`src/hw/bcre_pkg.sv`:
```
/*
  constants for the bit, carry and return execution slice of the 4-bit core:
  opcodes, widths, register offsets and reset values.
  assumes a 10-bit instruction word and word-aligned avalon byte offsets.
*/
package bcre_pkg;
  // widths of the core state this slice touches
  localparam int unsigned OP_W = 10;
  localparam int unsigned PC_W = 11;
  localparam int unsigned STACK_POINTER_W = 3;
  localparam int unsigned X_W = 4;
  localparam int unsigned Y_W = 4;
  localparam int unsigned Z_W = 2;
  localparam int unsigned DA_W = Z_W + X_W + Y_W;
  localparam int unsigned BUS_AW = 5;

  // opcodes
  localparam logic [OP_W-1:0] OP_ROT_RIGHT_CARRY = 10'h01D;
  localparam logic [OP_W-1:0] OP_MEM_BIT_CLEAR = 10'h04C; // low two bits carry j
  localparam logic [OP_W-1:0] OP_PORT_BIT_CLEAR = 10'h014;
  localparam logic [OP_W-1:0] OP_SUB_RETURN = 10'h044;
  localparam logic [OP_W-1:0] OP_SUB_RETURN_SKIP = 10'h045;
  localparam logic [OP_W-1:0] OP_ISR_RETURN = 10'h046;

  // register byte offsets
  localparam logic [BUS_AW-1:0] REG_ACCUM = 5'h00;
  localparam logic [BUS_AW-1:0] REG_POINTER = 5'h04;
  localparam logic [BUS_AW-1:0] REG_MEMDATA = 5'h08;
  localparam logic [BUS_AW-1:0] REG_STATUS = 5'h0C;
  localparam logic [BUS_AW-1:0] REG_DPORT = 5'h10;

  // field positions
  localparam int unsigned ACC_CARRY_POS = 4;
  localparam int unsigned ACC_B_POS = 8;
  localparam int unsigned PTR_X_POS = 4;
  localparam int unsigned PTR_Z_POS = 8;
  localparam int unsigned ST_SKIP_POS = 4;
  localparam int unsigned ST_PC_POS = 8;

  // reset values
  localparam logic [3:0] ACC_RST = 4'h0;
  localparam logic [3:0] DPORT_RST = 4'hF;
  localparam logic [STACK_POINTER_W-1:0] STACK_POINTER_RST = 3'h7;
  localparam logic [PC_W-1:0] PC_RST = 11'h000;

  typedef enum logic {RET_IDLE, RET_SECOND} bcre_ret_t;
endpackage

```
`src/hw/bcre_mem.sv`:
```
/*
  small synchronous memory with one write port and a registered read port.
  the read port follows the next read address, so its data always show the
  current word; a write to that word in the same cycle is passed through.
*/
`timescale 1ns/1ps
module bcre_mem #(
  parameter int unsigned DW = 4,
  parameter int unsigned AW = 3
) (
  input wire logic clk_sys_i,
  input wire logic we_i,
  input wire logic [AW-1:0] waddr_i,
  input wire logic [DW-1:0] wdata_i,
  input wire logic [AW-1:0] raddr_i,
  output logic [DW-1:0] rdata_o
);
  logic [DW-1:0] mem [2**AW];

  // write port and write-first read register
  always_ff @(posedge clk_sys_i) begin
    if (we_i) begin
      mem[waddr_i] <= wdata_i;
    end
    if (we_i && (waddr_i == raddr_i)) begin
      rdata_o <= wdata_i;
    end else begin
      rdata_o <= mem[raddr_i];
    end
  end
endmodule

```
`src/hw/bcre_exec.sv`:
```
/*
  execution slice for rotate through carry, memory bit clear, port bit clear
  and the three returns of a 4-bit core, with an avalon-mm register slave.
  assumes the fetch logic on the same clock presents one instruction at a
  time, pushes return addresses through call or interrupt entry, and keeps
  the stack contents meaningful before any return.
*/
// The Avalon-MM interface to the registers and the placing of the registers were left to the implementer.
// Contract
// - rotate right through carry flag
// - clear bit j of memory at pointer
// - clear port line selected by y
// - return and skip, two cycles
// - interrupt return pops pc in one cycle
// - interrupt return restores saved processor state
`timescale 1ns/1ps
module bcre_exec (
  input wire logic clk_sys_i,
  input wire logic rstn_i,
  input wire logic instr_valid_i,
  input wire logic [bcre_pkg::OP_W-1:0] instr_i,
  output logic instr_ready_o,
  input wire logic [bcre_pkg::PC_W-1:0] pc_i,
  input wire logic call_i,
  input wire logic int_entry_i,
  input wire logic skip_req_i,
  input wire logic nop_status_i,
  output logic [bcre_pkg::PC_W-1:0] pc_o,
  output logic pc_load_o,
  output logic skip_o,
  output logic nop_restore_o,
  output logic restore_o,
  output logic [3:0] d_port_o,
  input wire logic [bcre_pkg::BUS_AW-1:0] avs_address,
  input wire logic avs_read,
  input wire logic avs_write,
  input wire logic [31:0] avs_writedata,
  output logic [31:0] avs_readdata,
  output logic avs_waitrequest
);
  import bcre_pkg::*;

  typedef struct packed {
    logic [3:0] acc;
    logic carry;
    logic [3:0] b;
    logic [X_W-1:0] ptr_x;
    logic [Y_W-1:0] ptr_y;
    logic [Z_W-1:0] ptr_z;
    logic [STACK_POINTER_W-1:0] stack_pointer;
    logic [PC_W-1:0] pc;
    logic pc_load;
    logic skip;
    logic [3:0] dport;
    bcre_ret_t ret;
    logic ret_skip;
    logic [3:0] sh_acc;
    logic sh_carry;
    logic [3:0] sh_b;
    logic [X_W-1:0] sh_x;
    logic [Y_W-1:0] sh_y;
    logic [Z_W-1:0] sh_z;
    logic sh_skip;
    logic sh_nop;
    logic nop_restore;
    logic restore;
    logic rd_pend;
    logic [31:0] rdata;
  } bcre_state_t;

  bcre_state_t st;
  bcre_state_t next_st;
  logic [PC_W-1:0] stack_rdata;
  logic [3:0] mem_rdata;
  logic stack_we;
  logic [STACK_POINTER_W-1:0] stack_waddr;
  logic mem_we;
  logic [3:0] mem_wdata;
  logic take;
  logic bus_wr;

  // data memory address from z, x, y
  function automatic logic [DA_W-1:0] data_pointer_addr(input bcre_state_t s);
    return {s.ptr_z, s.ptr_x, s.ptr_y};
  endfunction

  // memory bit clear matches on all but the two bit-select bits
  function automatic logic is_bit_clear(input logic [OP_W-1:0] op);
    return op[OP_W-1:2] == OP_MEM_BIT_CLEAR[OP_W-1:2];
  endfunction

  // bus write wins the cycle; a return holds the fetch side for its second cycle
  assign bus_wr = avs_write;
  assign instr_ready_o = ~bus_wr & (st.ret == RET_IDLE);
  assign take = instr_valid_i & instr_ready_o;
  assign avs_waitrequest = avs_read & ~st.rd_pend;

  // next state
  always_comb begin
    next_st = st;
    next_st.pc_load = 1'b0;
    next_st.restore = 1'b0;
    next_st.rd_pend = 1'b0;
    stack_we = 1'b0;
    stack_waddr = st.stack_pointer;
    mem_we = 1'b0;
    mem_wdata = mem_rdata;
    // push of a return address, saving state on interrupt entry
    if (call_i || int_entry_i) begin
      next_st.stack_pointer = st.stack_pointer + 3'h1;
      stack_we = 1'b1;
      stack_waddr = st.stack_pointer + 3'h1;
    end
    if (int_entry_i) begin
      next_st.sh_acc = st.acc;
      next_st.sh_carry = st.carry;
      next_st.sh_b = st.b;
      next_st.sh_x = st.ptr_x;
      next_st.sh_y = st.ptr_y;
      next_st.sh_z = st.ptr_z;
      next_st.sh_skip = st.skip;
      next_st.sh_nop = nop_status_i;
    end
    // second cycle of a subroutine return
    if (st.ret == RET_SECOND) begin
      next_st.pc = stack_rdata;
      next_st.pc_load = 1'b1;
      next_st.stack_pointer = st.stack_pointer - 3'h1;
      next_st.skip = st.ret_skip;
      next_st.ret = RET_IDLE;
    end
    // one instruction, discarded when a skip is pending
    if (take && st.skip) begin
      next_st.skip = 1'b0;
    end else if (take) begin
      if (instr_i == OP_ROT_RIGHT_CARRY) begin
        next_st.acc = {st.carry, st.acc[3:1]};
        next_st.carry = st.acc[0];
      end else if (is_bit_clear(instr_i)) begin
        mem_we = 1'b1;
        mem_wdata = mem_rdata & ~(4'h1 << instr_i[1:0]);
      end else if (instr_i == OP_PORT_BIT_CLEAR) begin
        // only y bits 1:0 index the port; a larger y clears the line given by its low two bits
        next_st.dport[st.ptr_y[1:0]] = 1'b0;
      end else if (instr_i == OP_SUB_RETURN || instr_i == OP_SUB_RETURN_SKIP) begin
        next_st.ret = RET_SECOND;
        next_st.ret_skip = instr_i[0];
      end else if (instr_i == OP_ISR_RETURN) begin
        next_st.pc = stack_rdata;
        next_st.pc_load = 1'b1;
        next_st.stack_pointer = st.stack_pointer - 3'h1;
        next_st.acc = st.sh_acc;
        next_st.carry = st.sh_carry;
        next_st.b = st.sh_b;
        next_st.ptr_x = st.sh_x;
        next_st.ptr_y = st.sh_y;
        next_st.ptr_z = st.sh_z;
        next_st.skip = st.sh_skip;
        next_st.nop_restore = st.sh_nop;
        next_st.restore = 1'b1;
      end
    end
    // a skip raised by the fetch side wins over its own clearing
    if (skip_req_i) begin
      next_st.skip = 1'b1;
    end
    // register writes
    if (bus_wr) begin
      case (avs_address)
        REG_ACCUM: begin
          next_st.acc = avs_writedata[3:0];
          next_st.carry = avs_writedata[ACC_CARRY_POS];
          next_st.b = avs_writedata[ACC_B_POS +: 4];
        end
        REG_POINTER: begin
          next_st.ptr_y = avs_writedata[Y_W-1:0];
          next_st.ptr_x = avs_writedata[PTR_X_POS +: X_W];
          next_st.ptr_z = avs_writedata[PTR_Z_POS +: Z_W];
        end
        REG_MEMDATA: begin
          mem_we = 1'b1;
          mem_wdata = avs_writedata[3:0];
        end
        REG_DPORT: begin
          next_st.dport = avs_writedata[3:0];
        end
        default: begin
        end
      endcase
    end
    // register reads: capture in the first cycle, answer in the second
    if (avs_read && !st.rd_pend) begin
      next_st.rd_pend = 1'b1;
      case (avs_address)
        REG_ACCUM: next_st.rdata = {20'h0, st.b, 3'h0, st.carry, st.acc};
        REG_POINTER: next_st.rdata = {22'h0, st.ptr_z, st.ptr_x, st.ptr_y};
        REG_MEMDATA: next_st.rdata = {28'h0, mem_rdata};
        REG_STATUS: next_st.rdata = {13'h0, st.pc, 3'h0, st.skip, 1'b0, st.stack_pointer};
        REG_DPORT: next_st.rdata = {28'h0, st.dport};
        default: next_st.rdata = 32'h0;
      endcase
    end
  end

  // state register
  always_ff @(posedge clk_sys_i or negedge rstn_i) begin
    if (!rstn_i) begin
      st <= '0;
      st.acc <= ACC_RST;
      st.stack_pointer <= STACK_POINTER_RST;
      st.pc <= PC_RST;
      st.dport <= DPORT_RST;
      st.ret <= RET_IDLE;
    end else begin
      st <= next_st;
    end
  end

  // return stack
  bcre_mem #(.DW(PC_W), .AW(STACK_POINTER_W)) u_stack (
    .clk_sys_i(clk_sys_i),
    .we_i(stack_we),
    .waddr_i(stack_waddr),
    .wdata_i(pc_i),
    .raddr_i(next_st.stack_pointer),
    .rdata_o(stack_rdata)
  );

  // nibble data memory at the data pointer
  bcre_mem #(.DW(4), .AW(DA_W)) u_data (
    .clk_sys_i(clk_sys_i),
    .we_i(mem_we),
    .waddr_i(data_pointer_addr(st)),
    .wdata_i(mem_wdata),
    .raddr_i(data_pointer_addr(next_st)),
    .rdata_o(mem_rdata)
  );

  assign pc_o = st.pc;
  assign pc_load_o = st.pc_load;
  assign skip_o = st.skip;
  assign nop_restore_o = st.nop_restore;
  assign restore_o = st.restore;
  assign d_port_o = st.dport;
  assign avs_readdata = st.rdata;
endmodule

```
`config.mk`:
```
export PLATFORM = sky130hd
export DESIGN_NAME = bcre_exec
export DESIGN_NICKNAME = d
export VERILOG_FILES = /design/src/hw/bcre_pkg.sv /design/src/hw/bcre_mem.sv /design/src/hw/bcre_exec.sv
export SDC_FILE = /design/constraint.sdc
export NUM_CORES = 2
export LEC_CHECK = 0
export BUFFER_PORTS_ARGS = -buffer_cell sky130_fd_sc_hd__buf_2
export CAP_MARGIN = 20
export CELL_PAD_IN_SITES_DETAIL_PLACEMENT = 0
export CELL_PAD_IN_SITES_GLOBAL_PLACEMENT = 2
export CORE_MARGIN = 5
export CORE_UTILIZATION = 52
export CTS_BUF_LIST = sky130_fd_sc_hd__clkbuf_8
export CTS_CLUSTER_DIAMETER = 120
export DETAILED_ROUTE_END_ITERATION = 8
export HOLD_SLACK_MARGIN = 0.03
export PLACE_DENSITY_LB_ADDON = 0.1
export SLEW_MARGIN = 20
export SYNTH_ARGS = -nofsm -noshare
export SYNTH_HDL_FRONTEND = slang
export SYNTH_HIERARCHICAL = 1
export SYNTH_MEMORY_MAX_BITS = 65536
export SYNTH_SLANG_ARGS = --single-unit
```
`constraint.sdc`:
```
create_clock -name clk_sys_i -period 52.8 [get_ports clk_sys_i]
set_input_delay 10.56 -clock clk_sys_i [delete_from_list [all_inputs] [get_ports clk_sys_i]]
set_output_delay 10.56 -clock clk_sys_i [all_outputs]
set_load 0.02 [all_outputs]
```
==> out/metrics.yaml <==
place.port_buffers: 86
post_cts_buffers: 0
synth_cells: 8847
ant_nets: 0
drc: 0
viasPerCell: 6.36
crit_chain: "buf_2, nand2b_1, inv_1, buf_2"
detailed_place_hpwl_um: 289000
core-area_um2: 327000
place_inst: 12900
max_stage_delay_ns: 0.68
synthXorXnorAreaFrac: 0.000206
reg2reg_slack_ns: 40.41
synth_compound_area_frac: 0.0312
mostFrequentLayoutCell: "edfxtp_1"
grt-ovfl-total: 0
die_area_um2: 339000
holdPathStages: 2
crit_family: "buffers and inverters"
vias: 89900
gp_congestion: 0.831
path_max_fanout: 20
synth.area.mux_share: 0.152
rr_endpoint: "u_data/mem[893][2]$_DFFE_PP_"
cts_resized: 0
power.total_mw: 9.56
layout_common_cells: "edfxtp_1 (4184), nor2_1 (1131), mux4_2 (875)"
antenna_found_initial: 42
clock_latency_ns: 1.25
initial_core_util: 0.521
pin_count: 120
clock-sinks: 4281
crit_path_end_kind: "primary output"
skew_ns: 0.0741
synth_seq_cells: 4281
synth_top_family_by_area: "multiplexers"
ctsLongestPathBuffers: 4
post-place-ws_ns: 30.25
detail_route.wl_per_cell_um: 34.1
final_cells: 14100
syn_to_final_growth_pct: 10.5
post-route-period-util: 0.426
grt_util_all_layers: 0.282
min_from: "st[35]$_DFFE_PN0P_"
clk_pin_slew_ns: 0.06
synth_ff_type: "edfxtp_1"
drt_iter0_drc: 10500
hold_path_end: "nop_restore_o$_DFFE_PN0P_"
synth_cell_types: 92
arrival_ns: 11.95
fmax_ghz: 0.0444
fin_ws_ns: 30.29
std_cell_rows: 210
syn_area_per_cell_um2: 19.2
die_y_um: 582
grt_pass1_wl_um: 681000
die_w_um: 582
worstSetupPathType: "in -> out"
crit_top_cell: "buf_2"
cts_htree_levels: 6
drive_gt1_frac: 0.232
cts_root_buf: "clkbuf_8"
setup_violations: 0
fin_util: 0.575
status: "completed"
synth_area_um2: 170000
peakVddDrop_v: 0.0000843
async_flop_share: 0.0196
tritoncts: "done"
fillCellCount: 24500
cts_made_buffers: 689
slew_violations: 0
ys_warn_count: 6
fin_crit_ns: 22.51
leakage_nw: 59.3
tightest_slew_ns: 1.24
num-nets-final: 9320
power_density_nw_per_um2: 50.9
wl_um: 482000
crit_required_ns: 42.24
tns_ns: 0
synth-adder-area-share: 0.000147
reg2regPathDepth: 20
hold_path_class: "reg -> reg"
synth_edf_count: 4184
cp_slowest_cell: "nand2b_1"
grt_max_degree: 226
drt_pre_antenna_iters: 5
startpoint_type: "input port"
hold_violations: 0
drv_cap: 0
synth-simple-area-share: 0.0419
grt_setup_unrepaired: "no"
ys_seq_area_frac: 0.753
grt_pass1_vias: 90900
path_buf_inv: 3
cts_hold_buf: 0
slew_headroom: 0.165
-- cell families after synthesis --
kind of cell	after synthesis
AOI/OAI and AO/OA	747
xor gates and xnor gates	4
muxes	1448
DFF	4281
adders and majority gates	2
other	1
buffers and inverters	677
and+or+nand+nor	1687
-- worst max path at each step --
stage / end / slack [ns] / start / cells after the start
final: avs_waitrequest / 30.29 / avs_read / 4
after global routing: avs_waitrequest / 30.16 / avs_read / 4
after CTS: avs_waitrequest / 30.26 / avs_read / 4
after detailed placement: avs_waitrequest / 30.25 / avs_read / 4
after global placement: avs_waitrequest / 30.26 / avs_read / 4
after floorplan: u_data/mem[0][1]$_DFFE_PP_ / 5.45 / instr_i[0] / 1
-- synth_stat cells, drive strengths merged, types with 15 or more instances --
master	instances	area [um^2]
a31oi	32	200
dfrtp	77	1930
and3	15	93.8
a22o	18	158
nand4	15	93.8
nor2b	23	144
a221oi	29	254
mux2	72	811
mux4	897	20300
o221ai	168	1470
a22oi	82	616
nor3	103	515
a21oi	138	691
o21ai	83	415
edfxtp	4184	126000
o22ai	94	588
nand2	216	811
nor4	23	174
mux2i	479	4790
nor2	1137	4270
nand2b	17	106
clkbuf	312	1170
buf	350	2470
nand3	69	345
-- sequential cells by signal, indices dropped and copies added (netlist names), named ones only --
register and cells:
restore_o 1, avs_readdata 19, skip_o 1, nop_restore_o 1
st 46, u_stack/mem 88, d_port_o 4, u_data/mem 4096
pc_load_o 1, pc_o 11
-- final cells by class --
cell class / instances / area, um^2 / area share
multi-input cells: 3901 / 39000 / 0.207
diodes: 14 / 35.0 / 0.000186
inverters: 15 / 72.6 / 0.000386
clock inverters: 510 / 2760 / 0.0147
repair buffers: 363 / 2780 / 0.0148
clock buffers: 712 / 9800 / 0.0522
flip-flops and latches: 4281 / 128000 / 0.681
well taps: 4346 / 5440 / 0.0289
-- worst reg2reg max path, delay by kind of cell, from the launching register on --
family	cells	cell delay, ns
flops	1	0.67
simple gates	3	1.53
mux	2	0.44
buf+inv	10	7.90
compound gates	5	1.47
-- metal layers --
layer	part of all wire	up-vias	global-route usage
li1	-	36900	-
met1	0.39	47800	0.394
met5	0.00014	-	0
met4	0.035	10	0.0892
met2	0.49	4396	0.457
met3	0.087	783	0.0518
-- through the flow --
step / hold slack (ns) / cell area (um^2)
3_5_place_dp: 0.469 / 175000
4_1_cts: 0.484 / 188000
5_1_grt: 0.515 / 188000
6_report: 0.487 / 188000
2_1_floorplan: 0.441 / 170000
3_3_place_gp: 0.466 / 175000
-- where the power goes --
part           leakage (nW)  total, mW  internal, mW  switching, mW
Clock                  7.23       2.64          1.33           1.31
Sequential             38.7       4.68          4.64         0.0408
Combinational          13.4       2.24         0.570           1.67
Total                  59.3       9.56          6.54           3.02
(Power assumes the default switching activity.)
